[config.mk]
export PLATFORM = sky130hd
export DESIGN_NAME = clock_gating_pll_control
export DESIGN_NICKNAME = d
export VERILOG_FILES = /design/src/clk_ctrl_pkg.sv /design/src/clock_output_pin_divider.sv /design/src/clock_gating_pll_control.sv
export VERILOG_INCLUDE_DIRS = /design/src /design/src/src
export SDC_FILE = /design/constraint.sdc
export NUM_CORES = 1
export LEC_CHECK = 0
export BUFFER_PORTS_ARGS = -buffer_cell sky130_fd_sc_hd__buf_2
export CORE_UTILIZATION = 45
export CTS_CLUSTER_SIZE = 12
export DETAILED_ROUTE_END_ITERATION = 16
export GPL_ROUTABILITY_DRIVEN = 0
export PLACE_DENSITY_LB_ADDON = 0.3
export SYNTH_ARGS = -nofsm -noshare
export SYNTH_HDL_FRONTEND = slang
export SYNTH_SLANG_ARGS = --single-unit
[constraint.sdc]
create_clock -name clk_sys -period 2.8 [get_ports clk_sys]
set_input_delay 0.14 -clock clk_sys [delete_from_list [all_inputs] [get_ports clk_sys]]
set_output_delay 0.14 -clock clk_sys [all_outputs]
set_load 0.005 [all_outputs]
[src/clk_ctrl_defs.svh]
// constants for the clock gating and multiplier control block
`ifndef CLK_CTRL_DEFS_SVH
`define CLK_CTRL_DEFS_SVH

// ----------------------------------------
// register addresses
// ----------------------------------------
`define ADDR_PROC_CLK    4'h0
`define ADDR_MULT_CTRL   4'h1
`define ADDR_PORT_CTRL   4'h2
`define ADDR_PORT_IN     4'h3

// ----------------------------------------
// processor clock control fields
// ----------------------------------------
`define PROC_CLK_RESET   8'h03
`define BIT_SUB_FB_CUT   7
`define BIT_OSC_STOP     6
`define BIT_MAIN_FB_CUT  5
`define BIT_SRC_STATUS   4
`define BIT_SUB_SELECT   3
`define DIV_SEL_MSB      2
`define PROC_CLK_WMASK   8'hEF

// ----------------------------------------
// multiplier control fields
// ----------------------------------------
`define MULT_CTRL_RESET  8'h01
`define MULT_CTRL_WMASK  8'h0F
`define BIT_MULT_RUN     0
`define BIT_MULT_SELECT  1
`define MULT_FACTOR_PLL  3'h4
`define MULT_FACTOR_THRU 3'h1

// ----------------------------------------
// port control fields
// ----------------------------------------
`define PORT_CTRL_RESET  8'h00
`define PORT_CTRL_WMASK  8'h07
`define BIT_PORT_CLKSEL  0
`define BIT_PORT_DATA    1
`define BIT_PORT_DIR     2

// ----------------------------------------
// timing
// ----------------------------------------
`define CLK_SYS_MHZ      10
`define OSC_WAIT_US      820
`define OSC_WAIT_CYCLES  (`OSC_WAIT_US * `CLK_SYS_MHZ)
`define DIV_MAX_SEL      3'h5

`endif

[src/clk_ctrl_pkg.sv]
// types for the clock gating and multiplier control block
package clk_ctrl_pkg;

    // ----------------------------------------
    // operating states, one-hot
    // ----------------------------------------
    typedef enum logic [7:0] {
        ST_RESET    = 8'h01,
        ST_OSC_WAIT = 8'h02,
        ST_NORMAL   = 8'h04,
        ST_HALT     = 8'h08,
        ST_IDLE     = 8'h10,
        ST_STOP     = 8'h20,
        ST_SUB      = 8'h40,
        ST_SUB_IDLE = 8'h80
    } power_state_t;

    typedef logic [7:0] reg_byte_t;
    typedef logic [3:0] reg_addr_t;

endpackage : clk_ctrl_pkg

[src/clock_output_pin_divider.sv]
// divider producing the clock output pin level
`timescale 1ns/10ps
`include "clk_ctrl_defs.svh"
module clock_output_pin_divider (
    // clock and reset
    input  wire logic       clk_sys,
    input  wire logic       resetn,
    input  wire logic       ce,
    // control
    input  wire logic       run,
    input  wire logic       use_sub,
    input  wire logic [2:0] div_sel,
    input  wire logic       sub_edge,
    // output level
    output logic            level
);

    logic [4:0] cnt_reg;
    logic [4:0] cnt_next;
    logic       level_reg;
    logic       level_next;

    // terminal count for a power-of-two divide, prohibited codes clamped
    function automatic logic [4:0] div_limit(input logic [2:0] sel);
        logic [2:0] s;
        s = (sel > `DIV_MAX_SEL) ? `DIV_MAX_SEL : sel;
        div_limit = 5'(({5'h00, 1'b1} << s) - 6'h01);
    endfunction : div_limit

    wire       term   = use_sub ? sub_edge : (cnt_reg >= div_limit(div_sel));
    // stop only from low so no runt high pulse is cut
    wire       toggle = term & (run | level_reg);

    assign cnt_next   = (term | use_sub) ? 5'h00 : 5'(cnt_reg + 5'h01);
    assign level_next = toggle ? ~level_reg : level_reg;
    assign level      = level_reg;

    always_ff @(posedge clk_sys) begin
        if (!resetn) begin
            cnt_reg   <= 5'h00;
            level_reg <= 1'b0;
        end else if (ce) begin
            cnt_reg   <= cnt_next;
            level_reg <= level_next;
        end
    end

endmodule : clock_output_pin_divider

[src/clock_gating_pll_control.sv]
// clock gating, clock output pin and multiplier control
`timescale 1ns/10ps
`include "clk_ctrl_defs.svh"
module clock_gating_pll_control #(
    parameter int OSC_WAIT_CYCLES = `OSC_WAIT_CYCLES
) (
    // clock and reset
    input  wire logic                  clk_sys,
    input  wire logic                  resetn,
    input  wire logic                  ce,
    // register port
    input  wire clk_ctrl_pkg::reg_addr_t reg_addr,
    input  wire clk_ctrl_pkg::reg_byte_t reg_wdata,
    input  wire logic                  reg_wr,
    input  wire logic                  reg_rd,
    output clk_ctrl_pkg::reg_byte_t    reg_rdata,
    // standby requests from the cpu
    input  wire logic                  halt_req,
    input  wire logic                  idle_req,
    input  wire logic                  stop_req,
    input  wire logic                  wake_req,
    // subclock oscillator level
    input  wire logic                  subclock_in,
    // oscillator control
    output logic                       main_osc_run,
    output logic                       main_feedback_cut,
    output logic                       sub_feedback_cut,
    // clock gates
    output logic                       cpu_clk_en,
    output logic                       sys_clk_en,
    output logic                       periph_clk_en,
    output logic                       watch_timer_en,
    output logic                       watchdog_one_en,
    output logic                       watchdog_two_en,
    // multiplier
    output logic                       multiplier_run,
    output logic                       multiplier_select,
    output logic [2:0]                 mult_factor,
    // clock output pin
    input  wire logic                  clock_output_pin_i,
    output logic                       clock_output_pin_o,
    output logic                       clock_output_pin_oe,
    // status
    output logic                       clock_source_status
);
    import clk_ctrl_pkg::*;

    // ----------------------------------------
    // registers
    // ----------------------------------------
    reg_byte_t    proc_clk_reg;
    reg_byte_t    multiplier_control_reg;
    reg_byte_t    port_ctrl_reg;
    reg_byte_t    rdata_reg;
    reg_byte_t    rdata_next;
    power_state_t state_reg;
    power_state_t state_next;
    logic [31:0]  wait_cnt_reg;
    logic [31:0]  wait_cnt_next;
    logic         after_reset_reg;
    logic         src_status_reg;
    logic         osc_run_reg;
    logic         cpu_en_reg;
    logic         sys_en_reg;
    logic         periph_en_reg;
    logic         pin_oe_reg;
    logic         pin_o_reg;
    logic [2:0]   sub_sync_reg;
    logic         sub_level_reg;
    logic [2:0]   pin_sync_reg;
    logic         pin_level_reg;

    // ----------------------------------------
    // input synchronisers
    // ----------------------------------------
    // a change counts once the second and third stages agree
    wire sub_stable  = sub_sync_reg[1] == sub_sync_reg[2];
    wire sub_edge    = sub_stable & sub_sync_reg[2] & ~sub_level_reg;
    wire pin_stable  = pin_sync_reg[1] == pin_sync_reg[2];

    always_ff @(posedge clk_sys) begin
        if (!resetn) begin
            sub_sync_reg  <= 3'h0;
            sub_level_reg <= 1'b0;
            pin_sync_reg  <= 3'h0;
            pin_level_reg <= 1'b0;
        end else if (ce) begin
            sub_sync_reg  <= {sub_sync_reg[1:0], subclock_in};
            pin_sync_reg  <= {pin_sync_reg[1:0], clock_output_pin_i};
            if (sub_stable)
                sub_level_reg <= sub_sync_reg[2];
            if (pin_stable)
                pin_level_reg <= pin_sync_reg[2];
        end
    end

    // ----------------------------------------
    // register fields
    // ----------------------------------------
    wire       osc_stop_bit   = proc_clk_reg[`BIT_OSC_STOP];
    wire       sub_select_bit = proc_clk_reg[`BIT_SUB_SELECT];
    wire [2:0] div_sel        = proc_clk_reg[`DIV_SEL_MSB:0];
    wire       mult_run_bit   = multiplier_control_reg[`BIT_MULT_RUN];
    wire       mult_sel_bit   = multiplier_control_reg[`BIT_MULT_SELECT];
    wire       port_clksel    = port_ctrl_reg[`BIT_PORT_CLKSEL];
    wire       port_data      = port_ctrl_reg[`BIT_PORT_DATA];
    wire       port_dir       = port_ctrl_reg[`BIT_PORT_DIR];

    // ----------------------------------------
    // register decode
    // ----------------------------------------
    wire hit_proc  = reg_addr == `ADDR_PROC_CLK;
    wire hit_mult  = reg_addr == `ADDR_MULT_CTRL;
    wire hit_port  = reg_addr == `ADDR_PORT_CTRL;
    wire hit_pin   = reg_addr == `ADDR_PORT_IN;
    wire wr_proc   = reg_wr & hit_proc;
    wire wr_mult   = reg_wr & hit_mult;
    wire wr_port   = reg_wr & hit_port;

    // source status bit is not writable
    wire [7:0] proc_wval = (reg_wdata & `PROC_CLK_WMASK) |
                           (proc_clk_reg & ~`PROC_CLK_WMASK);
    // upper bits of multiplier control hold zero whatever is written
    wire [7:0] mult_wval = reg_wdata & `MULT_CTRL_WMASK;
    wire [7:0] port_wval = reg_wdata & `PORT_CTRL_WMASK;

    wire [7:0] proc_rval = {proc_clk_reg[7:5], src_status_reg,
                            proc_clk_reg[3:0]};

    always_comb begin
        rdata_next = 8'h00;
        if (reg_rd) begin
            if (hit_proc)
                rdata_next = proc_rval;
            else if (hit_mult)
                rdata_next = multiplier_control_reg;
            else if (hit_port)
                rdata_next = port_ctrl_reg;
            else if (hit_pin)
                rdata_next = {7'h00, pin_level_reg};
        end
    end

    always_ff @(posedge clk_sys) begin
        if (!resetn) begin
            proc_clk_reg           <= `PROC_CLK_RESET;
            // left running in passthrough; software stops it if unused
            multiplier_control_reg <= `MULT_CTRL_RESET;
            port_ctrl_reg          <= `PORT_CTRL_RESET;
            rdata_reg              <= 8'h00;
        end else if (ce) begin
            rdata_reg <= rdata_next;
            if (wr_proc)
                proc_clk_reg <= proc_wval;
            if (wr_mult)
                multiplier_control_reg <= mult_wval;
            if (wr_port)
                port_ctrl_reg <= port_wval;
        end
    end

    assign reg_rdata = rdata_reg;

    // ----------------------------------------
    // operating state
    // ----------------------------------------
    wire in_reset  = state_reg == ST_RESET;
    wire in_wait   = state_reg == ST_OSC_WAIT;
    wire in_normal = state_reg == ST_NORMAL;
    wire in_sub    = state_reg == ST_SUB;
    wire wait_done = wait_cnt_reg == 32'h0;
    // source switches take effect on a subclock edge
    wire to_sub    = in_normal & sub_select_bit & sub_edge;
    wire to_main   = in_sub & ~sub_select_bit & sub_edge;

    always_comb begin
        state_next    = state_reg;
        wait_cnt_next = wait_done ? 32'h0 : 32'(wait_cnt_reg - 32'h1);
        case (state_reg)
            ST_RESET: begin
                // wait is inserted whatever drives the oscillator
                state_next    = ST_OSC_WAIT;
                wait_cnt_next = 32'(OSC_WAIT_CYCLES);
            end
            ST_OSC_WAIT: begin
                if (wait_done)
                    state_next = ST_NORMAL;
            end
            ST_NORMAL: begin
                // software has put the multiplier in passthrough first
                if (stop_req)
                    state_next = ST_STOP;
                else if (idle_req)
                    state_next = ST_IDLE;
                else if (halt_req)
                    state_next = ST_HALT;
                else if (to_sub)
                    state_next = ST_SUB;
            end
            ST_HALT: begin
                if (wake_req)
                    state_next = ST_NORMAL;
            end
            ST_IDLE: begin
                if (wake_req)
                    state_next = ST_NORMAL;
            end
            ST_STOP: begin
                if (wake_req) begin
                    state_next    = ST_OSC_WAIT;
                    wait_cnt_next = 32'(OSC_WAIT_CYCLES);
                end
            end
            ST_SUB: begin
                if (idle_req)
                    state_next = ST_SUB_IDLE;
                else if (to_main)
                    state_next = ST_NORMAL;
            end
            ST_SUB_IDLE: begin
                if (wake_req)
                    state_next = ST_SUB;
            end
            default: begin
                state_next = ST_RESET;
            end
        endcase
    end

    // ----------------------------------------
    // gate decisions for the next state
    // ----------------------------------------
    wire n_reset    = state_next == ST_RESET;
    wire n_stop     = state_next == ST_STOP;
    wire n_normal   = state_next == ST_NORMAL;
    wire n_halt     = state_next == ST_HALT;
    wire n_sub_cpu  = (state_next == ST_SUB) |
                      (state_next == ST_SUB_IDLE);
    wire n_sub_run  = state_next == ST_SUB;
    // stop bit only bites once the cpu runs from the subclock
    wire n_osc_stop = osc_stop_bit & n_sub_cpu;
    wire n_osc_run  = ~n_reset & ~n_stop & ~n_osc_stop;
    wire n_cpu_en   = n_normal | n_sub_run;
    wire n_sys_en   = n_normal | n_halt | n_sub_run;
    wire n_per_en   = n_normal | n_halt |
                      (n_sub_run & ~osc_stop_bit);

    // gates change only on the clock edge so no partial pulse passes
    always_ff @(posedge clk_sys) begin
        if (!resetn) begin
            state_reg       <= ST_RESET;
            wait_cnt_reg    <= 32'h0;
            after_reset_reg <= 1'b1;
            src_status_reg  <= 1'b0;
            osc_run_reg     <= 1'b0;
            cpu_en_reg      <= 1'b0;
            sys_en_reg      <= 1'b0;
            periph_en_reg   <= 1'b0;
        end else if (ce) begin
            state_reg      <= state_next;
            wait_cnt_reg   <= wait_cnt_next;
            src_status_reg <= n_sub_cpu;
            osc_run_reg    <= n_osc_run;
            cpu_en_reg     <= n_cpu_en;
            sys_en_reg     <= n_sys_en;
            periph_en_reg  <= n_per_en;
            if (in_wait & wait_done)
                after_reset_reg <= 1'b0;
        end
    end

    assign main_osc_run        = osc_run_reg;
    assign watch_timer_en      = osc_run_reg;
    assign watchdog_one_en     = osc_run_reg;
    assign cpu_clk_en          = cpu_en_reg;
    assign sys_clk_en          = sys_en_reg;
    assign periph_clk_en       = periph_en_reg;
    assign watchdog_two_en     = periph_en_reg;
    assign clock_source_status = src_status_reg;
    // feedback cut is software's to set for a driven input pair
    assign main_feedback_cut   = proc_clk_reg[`BIT_MAIN_FB_CUT];
    assign sub_feedback_cut    = proc_clk_reg[`BIT_SUB_FB_CUT];

    // ----------------------------------------
    // multiplier
    // ----------------------------------------
    // selection only honoured while running, relying on the
    // lock and deselect waits being kept by software
    wire mult_engaged = mult_run_bit & mult_sel_bit;

    assign multiplier_run    = mult_run_bit;
    assign multiplier_select = mult_engaged;
    assign mult_factor       = mult_engaged ? `MULT_FACTOR_PLL :
                                              `MULT_FACTOR_THRU;

    // ----------------------------------------
    // clock output pin
    // ----------------------------------------
    logic clk_level;

    clock_output_pin_divider u_div (
        .clk_sys  (clk_sys),
        .resetn   (resetn),
        .ce       (ce),
        .run      (sys_en_reg),
        .use_sub  (sub_select_bit),
        .div_sel  (div_sel),
        .sub_edge (sub_edge),
        .level    (clk_level)
    );

    // floating pin through reset and the following wait
    wire pin_float = in_reset | (in_wait & after_reset_reg);
    wire pin_oe_nx = ~pin_float & (port_clksel | port_dir);
    wire pin_o_nx  = port_clksel ? clk_level : port_data;

    always_ff @(posedge clk_sys) begin
        if (!resetn) begin
            pin_oe_reg <= 1'b0;
            pin_o_reg  <= 1'b0;
        end else if (ce) begin
            pin_oe_reg <= pin_oe_nx;
            pin_o_reg  <= pin_float ? 1'b0 : pin_o_nx;
        end
    end

    assign clock_output_pin_oe = pin_oe_reg;
    assign clock_output_pin_o  = pin_o_reg;

endmodule : clock_gating_pll_control

# Word-level counts from Yosys, hierarchy flattened
# Index checks and enable logic that the tools add are counted.
[op_classes] add_sub_neg=3 n_lt_le_gt_ge=2 eq_ne=19 shift=1 muxes=25 bitwise=36 reduce_logical=10
[op_table] operator="$mux W8" n=12
[op_table] operator="$mux W32" n=2
[op_table] operator="$pmux W32 S2" n=1
[op_table] operator="$pmux W8 S7" n=1
[op_table] operator="$logic_not A32 Y1" n=1
[op_table] operator="$sub A32 B1 Y32 const B" n=1
[op_table] operator="$and A1 B1 Y1" n=18
[op_table] operator="$eq A8 B1 Y1 const B" n=2
[op_table] operator="$eq A8 B3 Y1 const B" n=2
[op_table] operator="$eq A8 B4 Y1 const B" n=2
[op_table] operator="$eq A8 B6 Y1 const B" n=2
[op_table] operator="$eq A8 B7 Y1 const B" n=2
[op_table] operator="$eq A8 B8 Y1 const B" n=2
[op_table] operator="$reduce_and A2 Y1" n=7
[op_table] operator="$mux W3" n=3
[op_table] operator="$or A1 B1 Y1" n=9
[op_table] operator="$eq A4 B2 Y1 const B" n=2
[op_table] operator="$eq A8 B2 Y1 const B" n=1
[op_table] operator="$eq A8 B5 Y1 const B" n=1
[op_table] operator="$not A1 Y1" n=8
[op_table] operator="$or A8 B5 Y8" n=1
[op_table] operator="$add A5 B1 Y5 const B" n=1
[op_table] operator="$ge A5 B5 Y1" n=1
[op_table] operator="$mux W5" n=1
[op_table] operator="9 further kinds" n=13
[totals] regBits=85 inputBits=23 out_inout_bits=25 elab_cells=116

# Logic depth before layout (Yosys ltp)
[depth] word_depth=14 ltp_mapped=9

# Hierarchy
# From an unflattened synthesis, not the netlist that was laid out.
[unflattened] cells_unflattened=500 area_unflattened_um2=4443.0
[by_module_without_submodules] mod="clock_gating_pll_control" instances=1 cells_per_inst=443 area_per_inst_um2=3950.0
[by_module_without_submodules] mod="clock_output_pin_divider" instances=1 cells_per_inst=57 area_per_inst_um2=493.0

# Worst setup path after synthesis
# OpenSTA, ideal clock, no wires.
[synth_path] path_kind="reg-to-reg" startpoint="reg wait_cnt_reg[16]" endpoint="reg wait_cnt_reg[1]" arrival_time_ps=2020 required_time_ps=2664 setup_slack_ps=645 stages_incl_launch_ff=9 synth_period_minus_slack_ps=2155 cell_sequence="dfxtp_1 -> or4_1 -> or2_1 -> buf_6 -> nor4_4 -> o21ai_1 -> nand2_2 -> buf_6 -> a211oi_1"
[synth_via] elab_chain_len=4
[synth_lines] element="start, declared" line_no="clock_gating_pll_control.sv:58" rtl="logic [31:0] wait_cnt_reg;"
[synth_lines] element="start signal, assigned" line_no="clock_gating_pll_control.sv:261" rtl="wait_cnt_reg <= wait_cnt_next;"
[synth_lines] element="$logic_not A32 Y1 *" line_no="clock_gating_pll_control.sv:171" rtl="wire wait_done = wait_cnt_reg == 32'h0;"
[synth_lines] element="$mux W32 *" line_no="clock_gating_pll_control.sv:178" rtl="wait_cnt_next = wait_done ? 32'h0 : 32'(wait_cnt_reg - 32'h1);"
[synth_lines] element="$mux W32" line_no="clock_gating_pll_control.sv:209" rtl="if (wake_req) begin"
[synth_lines] element="$pmux W32 S2 *" line_no="clock_gating_pll_control.sv:179" rtl="case (state_reg)"
# Mark *: on every way between the ends. The rest lies on a longest branch, timed or not.
# A chain may end at the register's enable or synchronous reset.

# Worst setup path in the final report
[layout_path] startpoint="reg proc_clk_reg[0]" endpoint="reg u_div.cnt_reg[0]"
[layout_via] elab_chain_len=8
[layout_lines] element="start, declared" line_no="clock_gating_pll_control.sv:51" rtl="reg_byte_t proc_clk_reg;"
[layout_lines] element="start signal, assigned" line_no="clock_gating_pll_control.sv:146" rtl="proc_clk_reg <= `PROC_CLK_RESET;"
[layout_lines] element="start signal, assigned" line_no="clock_gating_pll_control.sv:154" rtl="proc_clk_reg <= proc_wval;"
[layout_lines] element="$gt A3 B3 Y1 (no line)"
[layout_lines] element="$mux W3 *" line_no="clock_output_pin_divider.sv:26" rtl="s = (sel > `DIV_MAX_SEL) ? `DIV_MAX_SEL : sel;"
[layout_lines] element="$shl A1 B3 Y5 *" line_no="clock_output_pin_divider.sv:27" rtl="div_limit = 5'(({5'h00, 1'b1} << s) - 6'h01);"
[layout_lines] element="$sub A5 B1 Y5 *" line_no="clock_output_pin_divider.sv:27"
[layout_lines] element="$ge A5 B5 Y1 *" line_no="clock_output_pin_divider.sv:30" rtl="wire term = use_sub ? sub_edge : (cnt_reg >= div_limit(div_sel));"
[layout_lines] element="$mux W1 *" line_no="clock_output_pin_divider.sv:30"
[layout_lines] element="$or A1 B1 Y1 *" line_no="clock_output_pin_divider.sv:34" rtl="assign cnt_next = (term | use_sub) ? 5'h00 : 5'(cnt_reg + 5'h01);"
[layout_lines] element="$mux W5 *" line_no="clock_output_pin_divider.sv:34"
[layout_lines] element="end signal, assigned" line_no="clock_output_pin_divider.sv:43" rtl="cnt_reg <= cnt_next;"
[layout_lines] element="end, declared" line_no="clock_output_pin_divider.sv:18" rtl="logic [4:0] cnt_reg;"
# Marks and branches as above.

==> results.py <==
metrics = {
    "global_route": {
        "grt_pass1_vias": 3178,
        "track_usage_pct": 18.4,
        "grt.overflow.total": 0,
        "grt_pass1_wl_mm": 14.6,
        "antenna_found_initial": 0,
        "grt_max_degree": 39,
    },
    "worst_hold_path": {
        "hold_path.class": "in -> reg",
    },
    "die": {
        "rows": 35,
        "ios": 48,
        "fp.dieH_um": 99.2,
        "start_util_pct": 46.2,
        "dieArea_um2": 9830,
        "die_w_um": 99.2,
        "core-area_um2": 9200,
    },
    "finish": {
        "final_layout_size_suffix_gt1_share_pct": 14.2,
        "antenna_cells": 0,
        "fin_util_pct": 51.6,
        "largest_register_ffs": 32,
        "area_growth_pct": 11.8,
        "design_area_um2": 4750,
        "nets": 563,
        "post_layout_nonfiller_instances": 647,
    },
    "drt": {
        "vias": 3479,
        "drt_iter0_drc": 154,
        "routed_wl_mm": 8.69,
        "drtPass1Iterations": 4,
        "routed_via_density": 5.38,
        "wire_per_inst_um": 13.4,
        "ant_nets": 0,
        "drc": 0,
    },
    "cts": {
        "cts_setup_buffers": 0,
        "clockBufferDepth": 2,
        "cts_resized": 0,
        "cts_tree": "done",
        "root_buffer": "clkbuf_8",
        "path_clk_slew_ps": 80,
        "holdBufCountCts": 0,
        "clock-sinks": 84,
        "cts_buffers": 9,
        "insertion_delay_ps": 350,
        "ctsHtreeMaxLevel": 3,
    },
    "yosys": {
        "synthCells": 499,
        "synth_edf_count": 0,
        "yosys_register_bits": 84,
        "ys_warn_count": 0,
        "async_flop_share_pct": 0,
        "yosys_most_used_dff": "dfxtp_1",
        "synth_cell_type_count": 55,
        "yosys.area.top_type": "dfxtp_1",
        "synthesis.area_um2": 4250,
        "synth_top_area_share_pct": 39.6,
        "syn_avg_cell_area_um2": 8.51,
        "syn-num-nets": 531,
        "synth_top_cells_by_area": "dfxtp_1 (40%), nor2_1 (5.7%), mux2i_1 (5.7%)",
        "synth_seq_area_share_pct": 39.6,
    },
    "sta": {
        "hold_violations": 0,
        "post-route-period-util_pct": 88.3,
        "clock_skew_ps": 4.97,
        "rsz0062_at_grt": "no",
        "period_needed_ps": 2470,
        "setup_ws_ps": 328,
        "max_slew_margin_pct": 47.2,
        "slew_viol_final": 0,
        "tightest_slew_ps": 789,
        "finalSetupViolCount": 0,
        "fmax_mhz": 404,
        "whs_ps": 47.1,
        "fin_setup_tns_ps": 0,
    },
    "critical_path": {
        "cp_top_family": "compound AO/OA/AOI/OAI gates",
        "crit_chain": "or3_1 -> ha_1 -> ha_1 -> a21o_1 -> a21o_1 -> a31oi_1 -> o21ai_0 -> nor2_1",
        "end_kind": "flip-flop",
        "worstPathMaxFanout": 6,
        "slowest_stage": "or3_1",
        "cp-start-kind": "flip-flop",
        "worstSetupPathType": "reg -> reg",
        "crit_buf_inv": 0,
        "critPathArrivalTime_ps": 2750,
        "critPathMaxStageDelay_ps": 420,
        "required_ps": 3080,
    },
    "power_and_ir_drop": {
        "power_density_nw_per_um2": 747,
        "ir_drop_mv": 0.347,
        "fin_total_pwr_mw": 3.55,
        "p_leak_nw": 1.95,
    },
    "placement": {
        "dp.cells": 631,
        "dpl.hpwl_mm": 6.26,
        "placed_area_um2": 4510,
        "place_ws_ps": 354,
        "port_buffers": 45,
    },
    "run": {
        "maxCapViolCount": 0,
    },
    "run_status": {
        "status": "finished clean",
    },
}
==> report_power, final <==
| part | total [mW] | switching (mW) | internal [mW] |
|---|---|---|---|
| combinational | 1.05 | 0.593 | 0.457 |
| sequential | 1.47 | 0.137 | 1.33 |
| clock | 1.03 | 0.434 | 0.595 |
==> metal layers <==
layer / up-vias / GRT usage, % / part of all wire [%]
met5: - / 0 / 0
met4: 0 / 7.81 / 2.1
met3: 18 / 3.79 / 3.7
met2: 81 / 29.7 / 46
met1: 1603 / 24.0 / 49
li1: 1777 / - / -
==> layout make-up <==
cell class	count	area, um^2
inverter	12	45.0
fill	883	4450
multi-input combinational	372	2350
timing repair buffer	52	290
clock buffer	10	128
clock inverter	6	113
tap	111	139
sequential	84	1680
==> layout by cell type, fill, tap and decap left out, types with 8 or more instances in the layout <==
cell	n
mux2i_1	24
o21ai_0	26
xor2_1	18
ha_1	9
clkbuf_8	9
nor2b_1	28
nand2_1	46
dfxtp_1	84
nor3_1	17
buf_2	45
xnor2_1	19
nand3_1	17
a21boi_0	12
nor4_1	10
nor2_1	65
inv_1	12
a21oi_1	8
==> synth_stat cells, types with 2 or more instances <==
cell type  instances
or4_1              3
o211a_1            3
o22ai_1            4
a21oi_1            8
buf_1              2
nor3_1            17
nand4b_1           2
buf_2              2
or3_1              3
o41ai_1            2
xnor2_1           19
xor2_1            18
inv_1             12
clkbuf_1          18
ha_1               9
and2_1             3
nor4b_1            3
nor2_1            65
nand4_1            6
a211oi_1           2
nand2_1           46
a32oi_1            2
a21o_1             3
dfxtp_1           84
nand3_1           17
nor2b_1           28
a21boi_0          12
a31oi_1            2
nand3b_1           5
buf_6              4
buf_4              5
mux2i_1           24
a211o_1            2
nand2b_1           4
nor3b_1            6
o21ai_0           26
nor4_1            10
==> worst reg2reg max path, stage by stage (launching register included) <==
cell and delay [ps]:
dfxtp_1 370, or3_1 420, ha_1 300, ha_1 280, a21o_1 160, a21o_1 170, a31oi_1 310, o21ai_0 230
nor2_1 190
==> final timing paths <==
path | start | to | slack [ps] | cells after the start
max | proc_clk_reg[0] | u_div.cnt_reg[0] | 330 | 8
min | reg_wdata[1] | proc_clk_reg[1] | 50 | 3
max reg2reg | proc_clk_reg[0] | u_div.cnt_reg[0] | 330 | 8
min reg2reg | after_reset_reg | after_reset_reg | 450 | 2
==> cells by family (layout without fill, tap and decap cells) <==
family,count (synthesis),after routing,synth area share (%)
AO/OA/AOI/OAI,74,74,11.5
XOR/XNOR,37,37,7.63
adder cells (fa/ha/maj),9,9,2.65
buffers and inverters,43,80,5.01
flip-flops,84,84,39.6
multiplexers,25,25,5.92
other,1,1,0.0883
AND/OR/NAND/NOR,226,226,27.6
Note: power is estimated with default switching activity, not from simulation.
